`config.mk`:
```
export PLATFORM = sky130hd
export DESIGN_NAME = lf_meter
export DESIGN_NICKNAME = d
export VERILOG_FILES = /design/src/include/lf_pkg.sv /design/src/rtl/lf_avg8.sv /design/src/rtl/lf_meter.sv
export VERILOG_INCLUDE_DIRS = /design/src /design/src/include
export SDC_FILE = /design/constraint.sdc
export NUM_CORES = 2
export LEC_CHECK = 0
export BUFFER_PORTS_ARGS = -buffer_cell sky130_fd_sc_hd__buf_2
export CAP_MARGIN = 10
export CORE_MARGIN = 2
export CORE_UTILIZATION = 37
export CTS_CLUSTER_SIZE = 24
export DETAILED_ROUTE_END_ITERATION = 12
export GPL_TIMING_DRIVEN = 0
export SLEW_MARGIN = 25
export SYNTH_ARGS = -nofsm -noshare
export SYNTH_HDL_FRONTEND = slang
export SYNTH_HIERARCHICAL = 1
export SYNTH_SLANG_ARGS = --single-unit
```
`constraint.sdc`:
```
create_clock -name clk -period 4.11 [get_ports clk]
set_input_delay 0.411 -clock clk [delete_from_list [all_inputs] [get_ports clk]]
set_output_delay 0.411 -clock clk [all_outputs]
set_load 0.05 [all_outputs]
```
`src/include/lf_meter_regs.svh`:
```
// Timing, threshold and tag constants of the light frequency/period meter
`ifndef LF_METER_REGS_SVH
`define LF_METER_REGS_SVH

// System clock rate in hertz
`define LF_CLK_HZ 100000000
// Gathering window length in seconds
`define LF_GATE_TIME_S 1
// Gathering window in clock cycles
`define LF_GATE_CYCLES (`LF_GATE_TIME_S * `LF_CLK_HZ)
// Clock cycles per microsecond tick
`define LF_US_CYCLES (`LF_CLK_HZ / 1000000)
// Gathering window in microseconds
`define LF_GATE_US (`LF_GATE_TIME_S * 1000000)
// Dark timeout in seconds, and in microseconds
`define LF_TIMEOUT_S 300
`define LF_TIMEOUT_US (`LF_TIMEOUT_S * 1000000)
// Temperature sample rate in hertz and cycles per sample
`define LF_TEMP_RATE_HZ 60
`define LF_TEMP_TICK_CYCLES (`LF_CLK_HZ / `LF_TEMP_RATE_HZ)
// Temperature samples per average (power of two)
`define LF_TEMP_SAMPLES 256
`define LF_TEMP_SHIFT 8
// Crossover frequencies in hertz
`define LF_XOVER_STD_HZ 354
`define LF_XOVER_IDEAL_HZ 679
// Rolling average depth
`define LF_AVG_DEPTH 8
// Status suffix characters
`define LF_TAG_FREQ 8'h46
`define LF_TAG_PERIOD 8'h50
`define LF_TAG_STALE 8'h53
`define LF_TAG_NONE 8'h00
// Request queue depth
`define LF_QUEUE_DEPTH 4

`endif

```
`src/include/lf_pkg.sv`:
```
// Types shared by the light frequency/period meter
`default_nettype none
package lf_pkg;

  // Period measurement states, Gray coded
  typedef enum logic [1:0] {
    LF_PER_IDLE = 2'b00,
    LF_PER_RUN = 2'b01
  } lf_per_state_t;

  // Host request kinds
  typedef enum logic {
    LF_CMD_RAW = 1'b0,
    LF_CMD_TAGGED = 1'b1
  } lf_cmd_t;

endpackage
`default_nettype wire

```
`src/rtl/lf_avg8.sv`:
```
// Rolling average over a small ring of past readings
`timescale 1ns/1ps
`default_nettype none
module lf_avg8 #(
  parameter int WIDTH = 32,
  parameter int DEPTH = 8
) (
  input wire logic clk,
  input wire logic resetn,
  input wire logic clkEn,
  input wire logic push,
  input wire logic [WIDTH-1:0] din,
  output logic [WIDTH-1:0] avg
);
  import lf_pkg::*;

  localparam int SHIFT = $clog2(DEPTH);
  localparam int SW = WIDTH + SHIFT;

  logic [WIDTH-1:0] ring [DEPTH];   // Past readings
  logic [SHIFT-1:0] ptr;            // Oldest entry
  logic [SW-1:0] sum;               // Running total of the ring
  logic [SHIFT-1:0] next_ptr;
  logic [SW-1:0] next_sum;
  logic [WIDTH-1:0] next_avg;

  // ********************************
  // Next values
  // ********************************
  // Swap the oldest entry for the new one; the ring starts at zero, so
  // a step change reaches full value only after DEPTH readings
  always_comb begin
    next_ptr = ptr;
    next_sum = sum;
    next_avg = avg;
    if (push) begin
      next_ptr = ptr + 1'b1;
      next_sum = sum + SW'(din) - SW'(ring[ptr]);
      next_avg = WIDTH'(next_sum >> SHIFT);
    end
  end

  // Register the ring and the total
  always_ff @(posedge clk or negedge resetn) begin
    if (!resetn) begin
      ptr <= '0;
      sum <= '0;
      avg <= '0;
      for (int i = 0; i < DEPTH; i++) begin
        ring[i] <= '0;
      end
    end else if (clkEn) begin
      ptr <= next_ptr;
      sum <= next_sum;
      avg <= next_avg;
      if (push) begin
        ring[ptr] <= din;
      end
    end
  end
endmodule // lf_avg8
`default_nettype wire

```
`src/rtl/lf_meter.sv`:
```
// Light-to-frequency sensor readout with frequency and period modes
`timescale 1ns/1ps
`default_nettype none
`include "lf_meter_regs.svh"

// Summary of operation
// - Each result gathers light at least one second
// - Frequency mode counts edges per one-second window
// - Period mode times sensor periods in microseconds
// - Crossover 354Hz, or 679Hz with ideal option
// - Period measurement gives up after 300 seconds
// - Frequency path counts inputs up to 500kHz
// - Readings pass through eight-entry rolling average
// - Reading holds until a new measurement completes
// - Latest results stored and returned on request
// - Raw command returns frequency and period together
// - Select period or frequency; temperature average sent beside it for outside compensation
// - Tagged command appends F, P or S
// - Stale when nothing new since previous request
// - Requests queue and are served independently
// - Temperature averages 256 samples at 60Hz
module lf_meter #(
  parameter int GATE_CYCLES = `LF_GATE_CYCLES,
  parameter int TIMEOUT_US = `LF_TIMEOUT_US,
  parameter int TEMP_TICK_CYCLES = `LF_TEMP_TICK_CYCLES,
  parameter int QDEPTH = `LF_QUEUE_DEPTH,
  parameter int TEMP_W = 12
) (
  input wire logic clk,
  input wire logic resetn,
  input wire logic clkEn,
  input wire logic sensorIn,
  input wire logic idealCrossover,
  input wire logic [TEMP_W-1:0] tempIn,
  input wire logic reqValid,
  input wire lf_pkg::lf_cmd_t reqCmd,
  output logic reqReady,
  output logic rspValid,
  output logic [31:0] rspFreq,
  output logic [31:0] rspPeriod,
  output logic [31:0] rspSelected,
  output logic rspPeriodMode,
  output logic [7:0] rspTag,
  output logic [TEMP_W-1:0] tempAvg
);
  import lf_pkg::*;

  localparam int QW = $clog2(QDEPTH);

  // ********************************
  // Input synchronisers
  // ********************************
  logic sensMeta, sensSync, sensPrev;  // Sensor chain
  logic xoMeta, xoSync;                // Crossover option chain
  logic sensRise;                      // Rising edge of the sensor

  // Two stages before use, third for the edge detector
  always_ff @(posedge clk or negedge resetn) begin
    if (!resetn) begin
      sensMeta <= 1'b0;
      sensSync <= 1'b0;
      sensPrev <= 1'b0;
      xoMeta <= 1'b0;
      xoSync <= 1'b0;
    end else if (clkEn) begin
      sensMeta <= sensorIn;
      sensSync <= sensMeta;
      sensPrev <= sensSync;
      xoMeta <= idealCrossover;
      xoSync <= xoMeta;
    end
  end
  // Only rising edges count; a 500kHz wave is far below clk/4
  assign sensRise = sensSync & ~sensPrev;

  // ********************************
  // Frequency mode and microsecond tick
  // ********************************
  logic [31:0] gateCnt, next_gateCnt;    // Cycles into the window
  logic [31:0] edgeCnt, next_edgeCnt;    // Edges in the window
  logic [31:0] freqRaw, next_freqRaw;    // Last window result
  logic freqDone, next_freqDone;         // Window closed pulse
  logic [6:0] usCnt, next_usCnt;         // Microsecond prescaler
  logic usTick;

  assign usTick = (usCnt == 7'(`LF_US_CYCLES - 1));

  // Back-to-back one-second windows; edge count is hertz directly
  always_comb begin
    next_gateCnt = gateCnt + 32'h1;
    next_edgeCnt = edgeCnt + (sensRise ? 32'h1 : 32'h0);
    next_freqRaw = freqRaw;
    next_freqDone = 1'b0;
    next_usCnt = usTick ? 7'h0 : usCnt + 7'h1;
    if (gateCnt == 32'(GATE_CYCLES - 1)) begin
      // An edge in the last cycle closes this window; the next starts
      // empty, so no edge is counted in two windows
      next_freqRaw = next_edgeCnt;
      next_gateCnt = 32'h0;
      next_edgeCnt = 32'h0;
      next_freqDone = 1'b1;
    end
  end

  // Register the frequency counters
  always_ff @(posedge clk or negedge resetn) begin
    if (!resetn) begin
      gateCnt <= 32'h0;
      edgeCnt <= 32'h0;
      freqRaw <= 32'h0;
      freqDone <= 1'b0;
      usCnt <= 7'h0;
    end else if (clkEn) begin
      gateCnt <= next_gateCnt;
      edgeCnt <= next_edgeCnt;
      freqRaw <= next_freqRaw;
      freqDone <= next_freqDone;
      usCnt <= next_usCnt;
    end
  end

  // ********************************
  // Period mode
  // ********************************
  lf_per_state_t perState, next_perState;
  logic [31:0] elapsedUs, next_elapsedUs;  // Time since first edge
  logic [23:0] perN, next_perN;            // Whole periods seen
  logic [31:0] perRaw, next_perRaw;        // Last period in us
  logic perDone, next_perDone;             // Period result pulse
  logic [23:0] nPlus;

  // Position of the single set bit of a power of two
  function automatic logic [31:0] lf_shift_of(input logic [23:0] v);
    logic [31:0] s;
    s = 32'h0;
    for (int i = 0; i < 24; i++) begin
      if (v[i]) begin
        s = 32'(i);
      end
    end
    return s;
  endfunction

  assign nPlus = perN + 24'h1;

  // The sensor gates a microsecond counter; periods are taken in
  // power-of-two groups spanning at least one second so the mean is
  // a shift, not a divider
  always_comb begin
    next_perState = perState;
    next_elapsedUs = elapsedUs + (usTick ? 32'h1 : 32'h0);
    next_perN = perN;
    next_perRaw = perRaw;
    next_perDone = 1'b0;
    case (perState)
      LF_PER_IDLE: begin
        if (sensRise) begin
          next_perState = LF_PER_RUN;
          next_elapsedUs = 32'h0;
          next_perN = 24'h0;
        end
      end
      LF_PER_RUN: begin
        if (sensRise) begin
          next_perN = nPlus;
          if (elapsedUs >= 32'(`LF_GATE_US) &&
              (nPlus & perN) == 24'h0) begin
            next_perRaw = elapsedUs >> lf_shift_of(nPlus);
            next_perDone = 1'b1;
            next_elapsedUs = 32'h0;
            next_perN = 24'h0;
          end
        end
      end
      default: begin
        next_perState = LF_PER_IDLE;
      end
    endcase
    // Absolute darkness: report the timeout as the dark period
    if (!sensRise && elapsedUs >= 32'(TIMEOUT_US)) begin
      next_perState = LF_PER_IDLE;
      next_perRaw = 32'(TIMEOUT_US);
      next_perDone = 1'b1;
      next_elapsedUs = 32'h0;
      next_perN = 24'h0;
    end
  end

  // Register the period state
  always_ff @(posedge clk or negedge resetn) begin
    if (!resetn) begin
      perState <= LF_PER_IDLE;
      elapsedUs <= 32'h0;
      perN <= 24'h0;
      perRaw <= 32'h0;
      perDone <= 1'b0;
    end else if (clkEn) begin
      perState <= next_perState;
      elapsedUs <= next_elapsedUs;
      perN <= next_perN;
      perRaw <= next_perRaw;
      perDone <= next_perDone;
    end
  end

  // ********************************
  // Rolling averages and mode choice
  // ********************************
  logic [31:0] freqAvg, perAvg;  // Averaged results, held between pushes

  // Each average moves only on completion; dark gaps hold the period one until timeout, frequency windows push zero
  lf_avg8 #(.WIDTH(32), .DEPTH(`LF_AVG_DEPTH)) uFreqAvg (
    .clk(clk),
    .resetn(resetn),
    .clkEn(clkEn),
    .push(freqDone),
    .din(freqRaw),
    .avg(freqAvg)
  );
  lf_avg8 #(.WIDTH(32), .DEPTH(`LF_AVG_DEPTH)) uPerAvg (
    .clk(clk),
    .resetn(resetn),
    .clkEn(clkEn),
    .push(perDone),
    .din(perRaw),
    .avg(perAvg)
  );

  logic usePeriod;  // Below crossover the period result is finer
  assign usePeriod = freqAvg < (xoSync ? 32'(`LF_XOVER_IDEAL_HZ)
                                       : 32'(`LF_XOVER_STD_HZ));

  // ********************************
  // Temperature average
  // ********************************
  logic [31:0] tTick, next_tTick;          // Cycles into the sample interval
  logic [8:0] tCnt, next_tCnt;             // Samples taken
  logic [TEMP_W+7:0] tSum, next_tSum;      // Sample total
  logic [TEMP_W-1:0] next_tempAvg;

  // 256 samples at 60Hz, about 4.3s per new compensation value
  always_comb begin
    next_tTick = tTick + 32'h1;
    next_tCnt = tCnt;
    next_tSum = tSum;
    next_tempAvg = tempAvg;
    if (tTick == 32'(TEMP_TICK_CYCLES - 1)) begin
      next_tTick = 32'h0;
      next_tSum = tSum + (TEMP_W+8)'(tempIn);
      next_tCnt = tCnt + 9'h1;
      if (tCnt == 9'(`LF_TEMP_SAMPLES - 1)) begin
        next_tempAvg = TEMP_W'(next_tSum >> `LF_TEMP_SHIFT);
        next_tSum = '0;
        next_tCnt = 9'h0;
      end
    end
  end

  // Register the temperature averager
  always_ff @(posedge clk or negedge resetn) begin
    if (!resetn) begin
      tTick <= 32'h0;
      tCnt <= 9'h0;
      tSum <= '0;
      tempAvg <= '0;
    end else if (clkEn) begin
      tTick <= next_tTick;
      tCnt <= next_tCnt;
      tSum <= next_tSum;
      tempAvg <= next_tempAvg;
    end
  end

  // ********************************
  // Request queue and answers
  // ********************************
  lf_cmd_t queue [QDEPTH];              // Pending request kinds
  logic [QW-1:0] wrPtr, rdPtr, next_wrPtr, next_rdPtr;
  logic [QW:0] qCount, next_qCount;
  logic push, pop;
  logic fresh, next_fresh;              // New result since last report
  logic next_reqReady, next_rspValid, next_rspPeriodMode;
  logic [31:0] next_rspFreq, next_rspPeriod, next_rspSelected;
  logic [7:0] next_rspTag;

  // Host requests wait here while measurement carries on
  assign push = reqValid && reqReady;
  assign pop = qCount != '0;

  // Serve one queued request per cycle from the stored results
  always_comb begin
    next_wrPtr = push ? wrPtr + 1'b1 : wrPtr;
    next_rdPtr = pop ? rdPtr + 1'b1 : rdPtr;
    next_qCount = qCount + (push ? 1'b1 : 1'b0) - (pop ? 1'b1 : 1'b0);
    next_reqReady = next_qCount < (QW+1)'(QDEPTH);
    next_rspValid = pop;
    next_rspFreq = rspFreq;
    next_rspPeriod = rspPeriod;
    next_rspSelected = rspSelected;
    next_rspPeriodMode = rspPeriodMode;
    next_rspTag = rspTag;
    next_fresh = fresh;
    if (pop) begin
      next_rspFreq = freqAvg;
      next_rspPeriod = perAvg;
      // Compensation itself is outside; tempAvg travels beside it
      next_rspSelected = usePeriod ? perAvg : freqAvg;
      next_rspPeriodMode = usePeriod;
      next_rspTag = `LF_TAG_NONE;
      if (queue[rdPtr] == LF_CMD_TAGGED) begin
        if (!fresh) begin
          next_rspTag = `LF_TAG_STALE;
        end else if (usePeriod) begin
          next_rspTag = `LF_TAG_PERIOD;
        end else begin
          next_rspTag = `LF_TAG_FREQ;
        end
      end
      next_fresh = 1'b0;
    end
    // A completion in the reporting cycle still counts as fresh
    if (freqDone || perDone) begin
      next_fresh = 1'b1;
    end
  end

  // Register the queue and answer
  always_ff @(posedge clk or negedge resetn) begin
    if (!resetn) begin
      wrPtr <= '0;
      rdPtr <= '0;
      qCount <= '0;
      fresh <= 1'b0;
      reqReady <= 1'b0;
      rspValid <= 1'b0;
      rspFreq <= 32'h0;
      rspPeriod <= 32'h0;
      rspSelected <= 32'h0;
      rspPeriodMode <= 1'b0;
      rspTag <= 8'h00;
      for (int i = 0; i < QDEPTH; i++) begin
        queue[i] <= LF_CMD_RAW;
      end
    end else if (clkEn) begin
      wrPtr <= next_wrPtr;
      rdPtr <= next_rdPtr;
      qCount <= next_qCount;
      fresh <= next_fresh;
      reqReady <= next_reqReady;
      rspValid <= next_rspValid;
      rspFreq <= next_rspFreq;
      rspPeriod <= next_rspPeriod;
      rspSelected <= next_rspSelected;
      rspPeriodMode <= next_rspPeriodMode;
      rspTag <= next_rspTag;
      if (push) begin
        queue[wrPtr] <= reqCmd;
      end
    end
  end
endmodule // lf_meter
`default_nettype wire

```
==> impl_metrics.py <==
metrics = {
    "routing": {
        "wl_per_cell_um": 20.7,
        "vias": 39000,
        "first_pass_iters": 6,
        "avgViaCountPerCell": 5.37,
        "drt-total-wl_um": 150000,
        "ant_nets": 0,
        "initialDrtViolationCount": 2993,
        "remaining_drc_errors": 0,
    },
    "global_route": {
        "overflow": 0,
        "antenna_found_initial": 4,
        "grt_pass1_wl_um": 233000,
        "grt_pass1_vias": 38700,
        "grt_max_degree": 125,
        "grt.total_usage_pct": 20.4,
    },
    "finish": {
        "register_area_mm2": 0.0244,
        "syn2layout_area_growth_pct": 18.6,
        "layout_common_cells": "971 x dfrtp_1, 762 x nand2_1, 456 x mux2_2, 367 x o21ai_0, 278 x inv_1",
        "mostFrequentLayoutCell": "dfrtp_1",
        "multi_input_area_mm2": 0.0268,
        "drive_gt1_share_pct": 27.3,
        "utilization_pct": 44.1,
        "nets": 5496,
        "instances_no_fill": 7257,
        "nFillCells": 13200,
    },
    "floorplan": {
        "die_w_um": 381,
        "initial_core_util_pct": 37.2,
        "core-area_mm2": 0.141,
        "die_h_um": 381,
        "placementRows": 138,
        "ios": 138,
        "die-area_mm2": 0.145,
    },
    "timing": {
        "slew_headroom_pct": 33.3,
        "fin_crit_sh_pct": 104,
        "worst_slack_ns": -0.179,
        "worst_slew_pin_slew_ns": 0.992,
        "finalMaxSlewViolations": 0,
        "skew_ns": 0.0671,
        "hold_viol_final": 0,
        "rsz0062_at_grt": "yes",
        "finalCriticalPeriod_ns": 4.29,
        "report.final.setup_viol": 16,
        "max_freq_mhz": 233,
    },
    "clock_network": {
        "cts.sinks": 976,
        "cts_root_buffer": "clkbuf_16",
        "htreeDepth": 3,
        "path_clk_slew_ns": 0.06,
        "cts_buffer_depth": 3,
        "cts_tree": "done",
        "cts_buffers": 107,
        "clock_latency_ns": 0.76,
    },
    "logic_synthesis": {
        "syn_area_mm2": 0.0525,
        "synth-warning-count": 6,
        "synth_top_area_share_pct": 46.5,
        "avgSynthCellArea_um2": 10.6,
        "synth.area.top_cells": "dfrtp_1 47%, mux2_2 10%, mux4_2 5.5%",
        "synth_edf_count": 0,
        "synth_cell_types": 113,
        "async_flop_share_pct": 100,
        "yosysTopAreaCell": "dfrtp_1",
        "netlist_instances": 4941,
        "ys.flop_type": "dfrtp_1",
        "ys_seq_elements": 976,
        "seq_area_frac_synth_pct": 46.5,
    },
    "worst_setup_path": {
        "path_class": "reg -> reg",
        "r2r_start": "uPerAvg/ptr[0]$_DFFE_PN0P_",
        "crit_required_ns": 4.74,
        "endpoint_kind": "register",
        "worstPathMaxFanout": 6,
        "r2r-end": "uPerAvg/avg[25]$_DFFE_PN0P_",
        "start_kind": "register",
        "worstPathArrival_ns": 4.92,
        "rrSetupSlack_ns": -0.18,
        "r2r_cells": 16,
    },
    "power_and_ir_drop": {
        "power.total_w": 0.0227,
        "power_leakage_nw": 28.9,
        "power_per_cell_area_mw_per_mm2": 365,
        "ir_drop_v": 0.000359,
    },
    "place": {
        "portBuffers": 134,
        "dp_hpwl_um": 108000,
        "dp.cells": 6976,
        "gp_congestion": 0.919,
    },
    "run_status": {
        "status": "finished, violations left",
        "failed_checks": "negative setup slack",
    },
    "run": {
        "max_cap_viol_count": 0,
    },
    "hold_path": {
        "hp-start": "tempIn[0]",
        "hold_path_class": "in -> reg",
        "min_to": "tSum[0]$_DFFE_PN0P_",
        "hold_depth": 4,
    },
}
-- what timing repair did --
action | in CTS | in global routing
endpoints found under the setup margin | 106 | 88
resized for setup | 242 | 203
endpoints found under the hold margin | 113 | 0
hold buffers | 4 | 0
cloned | 1 | 1
setup buffers | 52 | 48
pin swaps | 54 | 107
-- synthesized netlist by cell type, drive strengths merged, types with 34 or more instances --
master / number
mux4: 129
o21ai: 428
nor2: 156
nand2: 774
a21o: 66
dfrtp: 976
buf: 164
inv: 289
fa: 66
nand3: 98
mux2: 473
clkbuf: 175
ha: 128
xor2: 76
mux2i: 56
o211ai: 34
a21oi: 176
nand4: 68
nor3: 71
and3: 54
xnor2: 95
-- critical path, stage by stage (launching register included) --
cell       delay (ns)
dfrtp_2          0.42
clkbuf_16        0.19
buf_12           0.11
mux4_2           0.48
mux2_4           0.28
fa_1             0.50
inv_2            0.07
fa_2             0.39
a211oi_4         0.28
nor3_4           0.09
o2111ai_4        0.31
a21oi_4          0.14
o31ai_4          0.31
a31oi_4          0.16
a31oi_1          0.19
xor2_1           0.17
o21ai_1          0.07
-- worst max-delay path by stage --
stage                                           from                        endpoint  slack [ns]
after floorplan           uPerAvg/ptr[0]$_DFFE_PN0P_     uPerAvg/avg[30]$_DFFE_PN0P_       -0.04
after global placement                        resetn  uFreqAvg/ring[125]$_DFFE_PN0P_      -19.17
after detailed placement  uPerAvg/ptr[0]$_DFFE_PN0P_     uPerAvg/avg[30]$_DFFE_PN0P_       -1.03
after CTS                 uPerAvg/ptr[0]$_DFFE_PN0P_     uPerAvg/avg[24]$_DFFE_PN0P_       -0.15
after global routing      uPerAvg/ptr[0]$_DFFE_PN0P_     uPerAvg/avg[24]$_DFFE_PN0P_       -0.28
final                     uPerAvg/ptr[0]$_DFFE_PN0P_     uPerAvg/avg[25]$_DFFE_PN0P_       -0.18
-- state kept, by name, indices dropped and copies added, names as in the netlist, 4 cells and up --
signal and count:
uPerAvg/ring 256, elapsedUs 32, tSum 20, perN 24, usCnt 7, tempAvg 12, tTick 32, uPerAvg/avg 32
gateCnt 32, uFreqAvg/ring 256, rspFreq 32, freqRaw 32, tCnt 9, queue 4, uFreqAvg/avg 32, rspTag 5
rspPeriod 32, perRaw 32, edgeCnt 32, rspSelected 32
-- routing by layer --
metal / part of all wire [%] / GRT usage (%) / up-vias / routed length [um]
li1: - / - / 17900 / -
met1: 46 / 29.4 / 19700 / 69600
met2: 44 / 30.5 / 1106 / 65900
met3: 6.6 / 4.19 / 246 / 9900
met4: 3.1 / 6.84 / 6 / 4720
met5: 0.023 / 0 / - / 35
-- cell type report --
| type | count | area share, % |
|---|---|---|
| flip-flops and latches | 976 | 39.2 |
| plain buffers | 325 | 3.40 |
| multi-input cells | 3336 | 43.0 |
| inverters | 289 | 1.74 |
| diodes | 2 | 0.00804 |
| repair buffers | 248 | 3.08 |
| clock inverters | 38 | 0.856 |
| well taps | 1890 | 3.80 |
| clock buffers | 153 | 4.91 |
-- where the power goes --
part           switching [W]  total [W]  internal [W]
clock                0.00420    0.00984       0.00564
combinational        0.00186    0.00276      0.000900
sequential          0.000249     0.0101       0.00987
-- cell families after synthesis --
| group | Yosys count | synth area share [%] |
|---|---|---|
| AND/OR/NAND/NOR | 1392 | 12.1 |
| flip-flops | 976 | 46.5 |
| AO/OA/AOI/OAI | 918 | 10.7 |
| multiplexers | 658 | 16.7 |
| buffers and inverters | 631 | 5.43 |
| adder cells (fa/ha/maj) | 194 | 5.57 |
| XOR/XNOR | 171 | 2.85 |
| other | 1 | 0.00714 |
-- metrics by stage --
stage               setup slack (ns)  TNS [ns]  instance area [um^2]  hold slack (ns)
floorplan                    -0.0374   -0.0635                 52600            0.115
global placement              -19.17         -                 55600            0.455
detailed placement             -1.03    -45.59                 55900            0.458
CTS                           -0.145     -1.00                 61000           0.0278
global route                  -0.279     -3.88                 62300           0.0661
finish                        -0.179     -1.72                 62300           0.0745
Note: power is estimated with default switching activity, not from simulation.
